==> config.mk <==
export PLATFORM = sky130hd
export DESIGN_NAME = rgc_top
export DESIGN_NICKNAME = d
export VERILOG_FILES = /design/src/rgc_pkg.sv /design/src/rgc_target_rom.sv /design/src/rgc_top.sv
export SDC_FILE = /design/constraint.sdc
export NUM_CORES = 1
export LEC_CHECK = 0
export ABC_AREA = 1
export ABC_CLOCK_PERIOD_IN_PS = 3700
export BUFFER_PORTS_ARGS = -buffer_cell sky130_fd_sc_hd__buf_2
export CORE_MARGIN = 4
export CORE_UTILIZATION = 25
export DETAILED_ROUTE_END_ITERATION = 10
export MAX_ROUTING_LAYER = met4
export PLACE_DENSITY_LB_ADDON = 0.25
export SYNTH_ARGS = -nofsm -noshare
export SYNTH_HDL_FRONTEND = slang
export SYNTH_SLANG_ARGS = --single-unit
==> constraint.sdc <==
create_clock -name clk_i -period 3.7 [get_ports clk_i]
set_input_delay 0.74 -clock clk_i [delete_from_list [all_inputs] [get_ports clk_i]]
set_output_delay 0.74 -clock clk_i [all_outputs]
set_load 0.01 [all_outputs]
==> src/rgc_pkg.sv <==
package rgc_pkg;
  // ----------------------------------------
  // Register byte addresses (offset times four, printed offsets are word indices)
  // ----------------------------------------
  localparam logic [15:0] RGC_IDX_BIT_SYNC   = 16'hdf16;
  localparam logic [15:0] RGC_IDX_GAIN_LIMIT = 16'hdf17;
  localparam logic [15:0] RGC_IDX_PRIO_CS    = 16'hdf18;
  localparam logic [17:0] RGC_ADDR_BIT_SYNC   = {RGC_IDX_BIT_SYNC, 2'b00};
  localparam logic [17:0] RGC_ADDR_GAIN_LIMIT = {RGC_IDX_GAIN_LIMIT, 2'b00};
  localparam logic [17:0] RGC_ADDR_PRIO_CS    = {RGC_IDX_PRIO_CS, 2'b00};
  localparam int          RGC_ADDR_W          = 18;
  // ----------------------------------------
  // Reset values
  // ----------------------------------------
  localparam logic [7:0] RGC_RST_BIT_SYNC   = 8'h6c;
  localparam logic [7:0] RGC_RST_GAIN_LIMIT = 8'h03;
  localparam logic [7:0] RGC_RST_PRIO_CS    = 8'h40;
  // ----------------------------------------
  // Field positions
  // ----------------------------------------
  localparam int RGC_DG_LSB   = 6;
  localparam int RGC_AG_LSB   = 3;
  localparam int RGC_TGT_LSB  = 0;
  localparam int RGC_PRIO_BIT = 6;
  localparam int RGC_REL_LSB  = 4;
  localparam int RGC_ABS_LSB  = 0;
  localparam logic [7:0] RGC_PRIO_CS_MASK = 8'h7f;
  // ----------------------------------------
  // Field codes
  // ----------------------------------------
  localparam logic [3:0] RGC_ABS_DISABLE = 4'h8;
  localparam logic [1:0] RGC_REL_OFF     = 2'h0;
  localparam logic [2:0] RGC_DG_STEPS    = 3'h7;
  localparam logic [3:0] RGC_REL_DB1     = 4'h6;
  localparam logic [3:0] RGC_REL_DB2     = 4'ha;
  localparam logic [3:0] RGC_REL_DB3     = 4'he;
  typedef logic [7:0] rgc_db_t;
endpackage

==> src/rgc_target_rom.sv <==
`timescale 1ns/1ps
// Amplitude target lookup, registered output
module rgc_target_rom
  import rgc_pkg::*;
(
  // Clock and reset
  input  wire logic       clk_i,
  input  wire logic       reset_n_i,
  // Lookup
  input  wire logic [2:0] code_i,
  output rgc_db_t         target_db_o
);
  rgc_db_t table_db [8];
  assign table_db[0] = 8'h18;
  assign table_db[1] = 8'h1b;
  assign table_db[2] = 8'h1e;
  assign table_db[3] = 8'h21;
  assign table_db[4] = 8'h24;
  assign table_db[5] = 8'h26;
  assign table_db[6] = 8'h28;
  assign table_db[7] = 8'h2a;
  always_ff @(posedge clk_i or negedge reset_n_i)
  begin
    if (!reset_n_i)
      target_db_o <= 8'h00;
    else
      target_db_o <= table_db[code_i];
  end
endmodule

==> src/rgc_top.sv <==
`timescale 1ns/1ps
// Overview of operation
// Digital gain ceiling code removes the top zero to three digital gain steps.
// Amplifier gain ceiling code steps combined front gain down; 000 is full.
// Amplitude target code maps to 24,27,30,33,36,38,40,42 dB.
// Priority one reduces first amplifier first; zero drains second amplifier first.
// Relative sense asserts on 6, 10 or 14 dB rise; code 00 disables.
// Carrier sense asserts when strength reading reaches absolute threshold.
// Absolute threshold is signed 1 dB offset from the amplitude target.
// Absolute code 1000 disables absolute sensing.
// Other absolute codes give offsets minus seven to plus seven dB.
// Top bit of carrier sense register reads zero and ignores writes.
module rgc_top
  import rgc_pkg::*;
(
  // Clock and reset
  input  wire logic                  clk_i,
  input  wire logic                  reset_n_i,
  // APB slave
  input  wire logic                  psel_i,
  input  wire logic                  penable_i,
  input  wire logic                  pwrite_i,
  input  wire logic [RGC_ADDR_W-1:0] paddr_i,
  input  wire logic [31:0]           pwdata_i,
  output logic      [31:0]           prdata_o,
  output logic                       pready_o,
  output logic                       pslverr_o,
  // Gain loop side
  input  wire logic [7:0]            strength_db_i,
  input  wire logic [7:0]            strength_ref_db_i,
  output logic      [2:0]            digital_gain_max_step_o,
  output logic      [2:0]            amplifier_gain_ceiling_o,
  output logic                       stage_reduction_priority_o,
  output logic      [7:0]            amplitude_target_db_o,
  output logic                       carrier_sense_o
);
  // ----------------------------------------
  // State
  // ----------------------------------------
  typedef struct packed {
    logic [7:0]  bit_sync_config;
    logic [7:0]  gain_limit_target;
    logic [7:0]  gain_priority_carrier_sense;
    logic [31:0] rdata;
    logic        err;
    logic [2:0]  dg_max;
    logic        abs_hit;
    logic        rel_hit;
    logic        cs;
  } rgc_state_s;
  rgc_state_s s_q;
  rgc_state_s s_d;
  rgc_db_t    target_db;
  logic       access;
  logic       setup;
  logic       known;
  logic [7:0] rd_byte;
  logic [3:0] abs_code;
  logic [1:0] rel_code;
  logic [8:0] abs_level;
  logic [8:0] rel_level;
  logic [3:0] rel_db;

  rgc_target_rom u_rom (
    .clk_i       (clk_i),
    .reset_n_i   (reset_n_i),
    .code_i      (s_q.gain_limit_target[RGC_TGT_LSB +: 3]),
    .target_db_o (target_db)
  );

  // ----------------------------------------
  // Next state
  // ----------------------------------------
  always_comb
  begin
    s_d      = s_q;
    access   = psel_i && penable_i;
    setup    = psel_i && !penable_i;
    known    = (paddr_i == RGC_ADDR_BIT_SYNC) || (paddr_i == RGC_ADDR_GAIN_LIMIT) || (paddr_i == RGC_ADDR_PRIO_CS);
    rd_byte  = 8'h00;
    abs_code = s_q.gain_priority_carrier_sense[RGC_ABS_LSB +: 4];
    rel_code = s_q.gain_priority_carrier_sense[RGC_REL_LSB +: 2];
    case (rel_code)
      2'h1:    rel_db = RGC_REL_DB1;
      2'h2:    rel_db = RGC_REL_DB2;
      default: rel_db = RGC_REL_DB3;
    endcase
    // Sign-extend the offset onto the target; nine bits keep negative sums from wrapping
    abs_level = 9'({1'b0, target_db}) + {{5{abs_code[3]}}, abs_code};
    rel_level = 9'({1'b0, strength_ref_db_i}) + 9'({5'h00, rel_db});
    case (paddr_i)
      RGC_ADDR_BIT_SYNC:   rd_byte = s_q.bit_sync_config;
      RGC_ADDR_GAIN_LIMIT: rd_byte = s_q.gain_limit_target;
      RGC_ADDR_PRIO_CS:    rd_byte = s_q.gain_priority_carrier_sense & RGC_PRIO_CS_MASK;
      default:             rd_byte = 8'h00;
    endcase
    // Answer is captured in the setup cycle so it already stands when the zero-wait access edge takes it
    if (setup)
    begin
      s_d.err   = !known;
      s_d.rdata = (!pwrite_i && known) ? {24'h000000, rd_byte} : 32'h00000000;
    end
    if (access && pwrite_i)
    begin
      case (paddr_i)
        RGC_ADDR_BIT_SYNC:   s_d.bit_sync_config = pwdata_i[7:0];
        RGC_ADDR_GAIN_LIMIT: s_d.gain_limit_target = pwdata_i[7:0];
        RGC_ADDR_PRIO_CS:    s_d.gain_priority_carrier_sense = pwdata_i[7:0] & RGC_PRIO_CS_MASK;
        default:             s_d.err = 1'b1;
      endcase
    end
    // Highest usable digital step shrinks by the ceiling code
    s_d.dg_max  = RGC_DG_STEPS - {1'b0, s_q.gain_limit_target[RGC_DG_LSB +: 2]};
    // A negative threshold clamps to zero so any reading meets it
    s_d.abs_hit = (abs_code != RGC_ABS_DISABLE) &&
                  (abs_level[8] || ({1'b0, strength_db_i} >= abs_level));
    s_d.rel_hit = (rel_code != RGC_REL_OFF) && ({1'b0, strength_db_i} >= rel_level);
    s_d.cs      = s_q.abs_hit || s_q.rel_hit;
  end

  always_ff @(posedge clk_i or negedge reset_n_i)
  begin
    if (!reset_n_i)
    begin
      s_q <= '0;
      s_q.bit_sync_config <= RGC_RST_BIT_SYNC;
      s_q.gain_limit_target <= RGC_RST_GAIN_LIMIT;
      s_q.gain_priority_carrier_sense <= RGC_RST_PRIO_CS;
      s_q.dg_max <= RGC_DG_STEPS;
    end
    else
      s_q <= s_d;
  end

  // ----------------------------------------
  // Outputs
  // ----------------------------------------
  // Zero wait states: every access completes in its first access cycle
  assign pready_o                   = 1'b1;
  assign prdata_o                   = s_q.rdata;
  assign pslverr_o                  = s_q.err;
  assign digital_gain_max_step_o    = s_q.dg_max;
  assign amplifier_gain_ceiling_o   = s_q.gain_limit_target[RGC_AG_LSB +: 3];
  assign stage_reduction_priority_o = s_q.gain_priority_carrier_sense[RGC_PRIO_BIT];
  assign amplitude_target_db_o      = target_db;
  assign carrier_sense_o            = s_q.cs;

  // ----------------------------------------
  // Checks
  // ----------------------------------------
  property p_top_bit;
    @(posedge clk_i) disable iff (!reset_n_i)
    s_q.gain_priority_carrier_sense[7] == 1'b0;
  endproperty
  a_top_bit: assert property (p_top_bit) else $error("carrier sense top bit set");

  property p_abs_off;
    @(posedge clk_i) disable iff (!reset_n_i)
    (abs_code == RGC_ABS_DISABLE && rel_code == RGC_REL_OFF) [*2] |=> !carrier_sense_o;
  endproperty
  a_abs_off: assert property (p_abs_off) else $error("sense with both detectors off");

  property p_dg;
    @(posedge clk_i) disable iff (!reset_n_i)
    $stable(s_q.gain_limit_target) |=> digital_gain_max_step_o == 3'(7 - $past(s_q.gain_limit_target[7:6]));
  endproperty
  a_dg: assert property (p_dg) else $error("digital ceiling wrong");

  property p_tgt;
    @(posedge clk_i) disable iff (!reset_n_i)
    $stable(s_q.gain_limit_target) && s_q.gain_limit_target[2:0] == 3'h0 |=> amplitude_target_db_o == 8'h18;
  endproperty
  a_tgt: assert property (p_tgt) else $error("target not 24 dB");

  property p_rd;
    @(posedge clk_i) disable iff (!reset_n_i)
    psel_i && penable_i && !pwrite_i && paddr_i == RGC_ADDR_GAIN_LIMIT
      |-> prdata_o == {24'h000000, s_q.gain_limit_target};
  endproperty
  a_rd: assert property (p_rd) else $error("read data wrong");

  property p_abs_hit;
    @(posedge clk_i) disable iff (!reset_n_i)
    abs_code == 4'h0 && strength_db_i >= target_db |=> ##1 carrier_sense_o;
  endproperty
  a_abs_hit: assert property (p_abs_hit) else $error("missed absolute sense");

  property p_rel;
    @(posedge clk_i) disable iff (!reset_n_i)
    abs_code == RGC_ABS_DISABLE && rel_code == 2'h1 && 9'(strength_db_i) >= 9'(strength_ref_db_i) + 9'd6
      |=> ##1 carrier_sense_o;
  endproperty
  a_rel: assert property (p_rel) else $error("missed relative sense");

  property p_prio;
    @(posedge clk_i) disable iff (!reset_n_i)
    psel_i && penable_i && pwrite_i && paddr_i == RGC_ADDR_PRIO_CS |=> stage_reduction_priority_o == $past(pwdata_i[6]);
  endproperty
  a_prio: assert property (p_prio) else $error("priority not written");

  property p_ag;
    @(posedge clk_i) disable iff (!reset_n_i)
    psel_i && penable_i && pwrite_i && paddr_i == RGC_ADDR_GAIN_LIMIT |=> amplifier_gain_ceiling_o == $past(pwdata_i[5:3]);
  endproperty
  a_ag: assert property (p_ag) else $error("amplifier ceiling not written");

  property p_err;
    @(posedge clk_i) disable iff (!reset_n_i)
    psel_i && penable_i && !known |-> pslverr_o && prdata_o == 32'h00000000;
  endproperty
  a_err: assert property (p_err) else $error("unmapped access not flagged");

  property p_rd_top;
    @(posedge clk_i) disable iff (!reset_n_i)
    psel_i && penable_i && !pwrite_i && paddr_i == RGC_ADDR_PRIO_CS |-> prdata_o[31:7] == 25'h0000000;
  endproperty
  a_rd_top: assert property (p_rd_top) else $error("carrier sense top bit read back");

  property p_rel_off;
    @(posedge clk_i) disable iff (!reset_n_i)
    rel_code == RGC_REL_OFF |=> !s_q.rel_hit;
  endproperty
  a_rel_off: assert property (p_rel_off) else $error("relative sense while disabled");

  property p_abs_dis;
    @(posedge clk_i) disable iff (!reset_n_i)
    abs_code == RGC_ABS_DISABLE |=> !s_q.abs_hit;
  endproperty
  a_abs_dis: assert property (p_abs_dis) else $error("absolute sense while disabled");
endmodule

== Word level (Yosys, flattened, before mapping) ==
Memories as Yosys holds them, arrays and structs flattened. A register that Yosys moved wholly into a read port is not among the register bits.
Index checks and enable logic that the tools add are counted.
Cells by class
  $add $sub $neg: 3
  $mul: 0
  div/mod/pow operators: 0
  magnitude comparators: 2
  eq/ne operators: 6
  shift operators: 0
  multiplexer cells: 6
  bitwise gates (word level): 1
  reductions and logical operators: 19
Operators with widths (number)
  equality test 18 bit (second input constant): 3
  case mux 8 bit (3 select lines): 1
  >= comparator 8 x 9 -> 1 bit: 2
  adder 8 x 4 -> 9 bit: 1
  adder 8 x 9 -> 9 bit: 1
  2-to-1 mux 8 bit: 1
  case mux 4 bit (2 select lines): 1
  logical AND 1 bit: 6
  AND reduction 2 bit: 3
  zero test 1 bit: 4
  logical OR 1 bit: 4
  != test 4 bit (second input constant): 1
  inverter 3 -> 4 bit: 1
  2-to-1 mux 1 bit: 3
  OR reduction 3 bit: 1
  subtractor 3 x 2 -> 3 bit (first input constant): 1
  equality test 2 x 1 -> 1 bit (second input constant): 1
  equality test 2 bit (second input constant): 1
  nonzero test 2 bit: 1
Word-level totals
  flip-flop bits (word level): 38
  bits in latches: 0
  memory bits (writable): 0
  memory bits (read-only): 64
  output and inout bits: 50
  memories: 1
Memory list
  (no name shown): words 8, width 8, read ports 1, clocked after Yosys merged registers in 1, wr ports 0, line rgc_target_rom.sv:27  | target_db_o <= table_db[code_i];

== Depth between registers and ports, before layout ==
  word-level depth: 7
  mapped depth: 17

== Modules after synthesis ==
A second synthesis with hierarchy kept.
Unflattened totals
  cells, all modules: 432
  area, all modules: 3358.2 µm²
Modules (own cells, without submodules)
  rgc_top: times used 1, cells an instance 406, area an instance 3086.7 µm², seq. area each 937.1 µm²
  rgc_target_rom: times used 1, cells an instance 26, area an instance 271.5 µm², seq. area each 150.1 µm²

== Worst setup path after synthesis ==
Ideal clock, no wire load.
  path type: register to register
  from: register u_rom.target_db_o[0]
  to: register s_q[2] (netlist bit)
  library setup time: 126 ps
  arrival: 2211 ps
  data required time: 3574 ps
  setup slack: 1362 ps
  stages on the path, launching flop included: 15
  path buffers: 0
  period minus slack after synthesis: 2338 ps
  cell sequence: dfrtp_1 ha_1 inv_1 fa_1 o21ai_0 nand2_1 nand2_1 xor2_1 ha_1 nand2_1 inv_1 a21oi_1 nand2_1 a21oi_1 nor2_1
RTL lines
  start, declared: line rgc_target_rom.sv:11  | output rgc_db_t target_db_o
  end, declared: line rgc_top.sv:51  | rgc_state_s s_q;

==> out/qor.txt <==
Status = finished clean
Reg2reg start = abs_code[0]
Pre-Repair DR Iteration Count = 4
Combinational share of power = 13.5%
Fraction of power spent switching nets = 24.6%
Initial antenna violation count = 0
Post-CTS Setup Bufs = 0
Total power per unit cell area = 277 nW/µm²
Drt drc = 0
Commonest non-fill, non-tap cell in the layout = nand2_1
Max IR drop VDD = 149 µV
RSZ-0062 raised after global routing = false
Hold EP = digital_gain_max_step_o[1]
Clock buffer depth = 2
Post-cts sizing count = 0
Crit end category = flip-flop
Syn avg cell area = 8.08 µm²
Die height = 122 µm
Clock skew = 4.72 ps
CP max stage cell = dfrtp_1
Hold depth = 1
CTS tree = yes
DR WL/cell = 11.7 µm
Post-layout minimum cycle time = 2550 ps
Proportion of layout cells with a drive suffix above 1 = 24.6%
Gpl congestion = 0.807
Post-route ant nets = 0
Skew-Pair Late Insertion Delay = 280 ps
Crit path cell chain = ha_1 -> inv_1 -> fa_1 -> o21ai_0 -> nand2_1 -> nand2_1 -> xor2_1 -> ha_1 -> nand2_1 -> inv_1 -> a21oi_1 -> nand2_1 -> a21oi_1 -> nor2_1
GR Overflow Total = 0
Core area = 12700 µm²
CP Launch Type = flip-flop
Diode count = 0
Most used cell along the critical path = nand2_1
Register-to-Register Path Depth = 14
Pin count of the biggest net entering global routing = 44
Die area = 14900 µm²
Initial Util = 25.6%
Pint = 769 µW
DIE WIDTH = 122 µm
Vias = 2580
DP HPWL = 5.91 mm
Worst Path Arrival = 2710 ps
Worst Hold Class = flip-flop to flip-flop
Root buffer cell = clkbuf_16
Routed wire length = 7.32 mm
Hold path start = s_q[54]
Worst EP required = 3860 ps
Nets@finish = 557
Hold Vio Cnt, Final = 0
Post-CTS Hold Buffers = 0
Max Clock Freq = 392 MHz
First-pass GRT wire length = 11.8 mm
CTS buffer count = 5
GRT Total Usage = 10.2%
Mapped cell area = 3240 µm²
# fillers = 1375
Rows = 41
Worst relative slew slack = 34.9%
Sequential share of the synthesized area = 33.5%
Setup violators final = 0
Design Area, Final = 3680 µm²
Library cells used by synthesis = 38
Setup TNS Final = 0 ps
Initial DRC Count = 91
Worst r2r dst = s_q[2]
Vias in the first global route = 2400
# IOs = 121
CTS sink count = 43
CP Class = flip-flop to flip-flop
Max incr delay on CP = 390 ps
PortBufs = 68
Period utilization = 69.0%
Mapped Cells = 401
Flop pwr share = 46.5%
Area delta synth->final = 13.6%
Worst Max-Slew Pin Slew = 977 ps
Yosys warning total = 0
DR vias/cell = 4.11
H-tree Lvls = 2
Clk slew on worst S/H paths = 60 ps
Leakage Power = 0.00198 µW
Worst Path Max Fanout = 4
Max-capacitance violation count = 0
R2R setup slack = 1150 ps
Slew Viols, Final = 0
Synthesized flop and latch total = 43
Psw = 251 µW
Most frequent cells in the layout = 93 x nand2_1, 68 x buf_2, 43 x inv_1, 34 x nand3_1, 34 x dfrtp_1
Post-DP Area = 3550 µm²
Clock power frac = 40.0%
## worst max path at each step
stage / startpoint / end / slack [ps]
after detailed placement: strength_ref_db_i[3] / s_q[1] / 1070
final: abs_code[0] / s_q[2] / 1150
after global routing: abs_code[0] / s_q[2] / 920
after global placement: strength_ref_db_i[3] / s_q[1] / 1060
after CTS: abs_code[0] / s_q[2] / 1130
after floorplan: u_rom.target_db_o[0] / s_q[2] / 1360
## registers in the layout, indices dropped and copies added, names as in the netlist
| signal | count |
|---|---|
| s_q | 15 |
| prdata_o | 8 |
| u_rom.target_db_o | 6 |
| abs_code | 4 |
| amplifier_gain_ceiling_o | 3 |
| digital_gain_max_step_o | 2 |
| rel_code | 2 |
| carrier_sense_o | 1 |
| pslverr_o | 1 |
| stage_reduction_priority_o | 1 |
## Yosys cell counts
| library cell | count | share of area, % |
|---|---|---|
| a21oi_1 | 10 | 1.5 |
| conb_1 | 2 | 0.23 |
| nor3_2 | 2 | 0.62 |
| xor2_1 | 8 | 2.2 |
| nand2_2 | 2 | 0.39 |
| a21o_1 | 1 | 0.23 |
| nor4_1 | 1 | 0.19 |
| nor2_4 | 2 | 0.69 |
| inv_1 | 43 | 5.0 |
| inv_2 | 5 | 0.58 |
| nor3_1 | 1 | 0.15 |
| nand3_2 | 4 | 1.2 |
| nand2_1 | 93 | 11 |
| buf_6 | 2 | 0.69 |
| o21ai_2 | 5 | 1.4 |
| buf_4 | 41 | 9.5 |
| dfrtp_1 | 34 | 26 |
| a21oi_4 | 1 | 0.50 |
| dfstp_2 | 9 | 7.3 |
| or2_2 | 3 | 0.58 |
| buf_2 | 2 | 0.31 |
| ha_1 | 28 | 11 |
| nand3_1 | 34 | 5.2 |
| o21ai_1 | 18 | 2.8 |
| xnor2_1 | 3 | 0.81 |
| nand3_4 | 1 | 0.54 |
| o21a_1 | 1 | 0.23 |
| clkbuf_1 | 1 | 0.12 |
| o21bai_1 | 1 | 0.23 |
| nor2_1 | 22 | 2.5 |
| fa_1 | 2 | 1.2 |
| o21ai_0 | 3 | 0.46 |
| nor2_8 | 3 | 1.9 |
| nand3b_1 | 1 | 0.23 |
| a31oi_1 | 1 | 0.19 |
| nand4_2 | 1 | 0.39 |
| nand4_1 | 9 | 1.7 |
| nand2_4 | 1 | 0.35 |
## kinds of logic after synthesis
logic type	synth area share (%)
simple gates	27.5
other cells	0.232
fa+ha+maj	12.0
xor+xnor	2.97
compound gates	7.53
flops	33.5
buf+inv	16.2
## routing by layer
metal / up-vias / GRT usage [%] / routed length, µm
li1: 1331 / - / -
met1: 1174 / 14.3 / 3420
met2: 69 / 15.5 / 3480
met3: 6 / 2.09 / 387
met4: 0 / 1.68 / 42
met5: - / - / 0
## through the flow
step / instances / setup slack, ps / utilization [%] / hold WS [ps] / power, µW
3_5_place_dp: 621 / 1070 / 28.0 / 406 / 622
6_report: 628 / 1150 / 29.1 / 414 / 1020
2_1_floorplan: 427 / 1360 / - / 383 / 586
3_3_place_gp: 621 / 1060 / 28.0 / 407 / 619
5_1_grt: 628 / 916 / 29.1 / 452 / 1070
4_1_cts: 628 / 1130 / 29.1 / 414 / 1030
## worst max-delay path, delay by kind of cell, from the launching register on
family | cells | cell delay (ps)
xor+xnor | 1 | 150
flops | 1 | 390
compound gates | 3 | 550
simple gates | 5 | 400
buf+inv | 2 | 110
fa+ha+maj | 3 | 840
## final cells by class
class	count	area (µm²)	area share, %
multi-input cells	290	1730	46.9
flip-flops and latches	43	1090	29.5
repair buffers	68	340	9.24
well taps	172	215	5.84
inverters	48	180	4.89
clock buffers	7	133	3.60
## power groups by stage
stage	clock network [µW]	logic, µW	registers, µW
final	408	137	475
after floorplan	0	102	484
after CTS	419	140	475
after global placement	0	136	483
after detailed placement	0	139	483
after global routing	441	158	475
(Power assumes the default switching activity.)
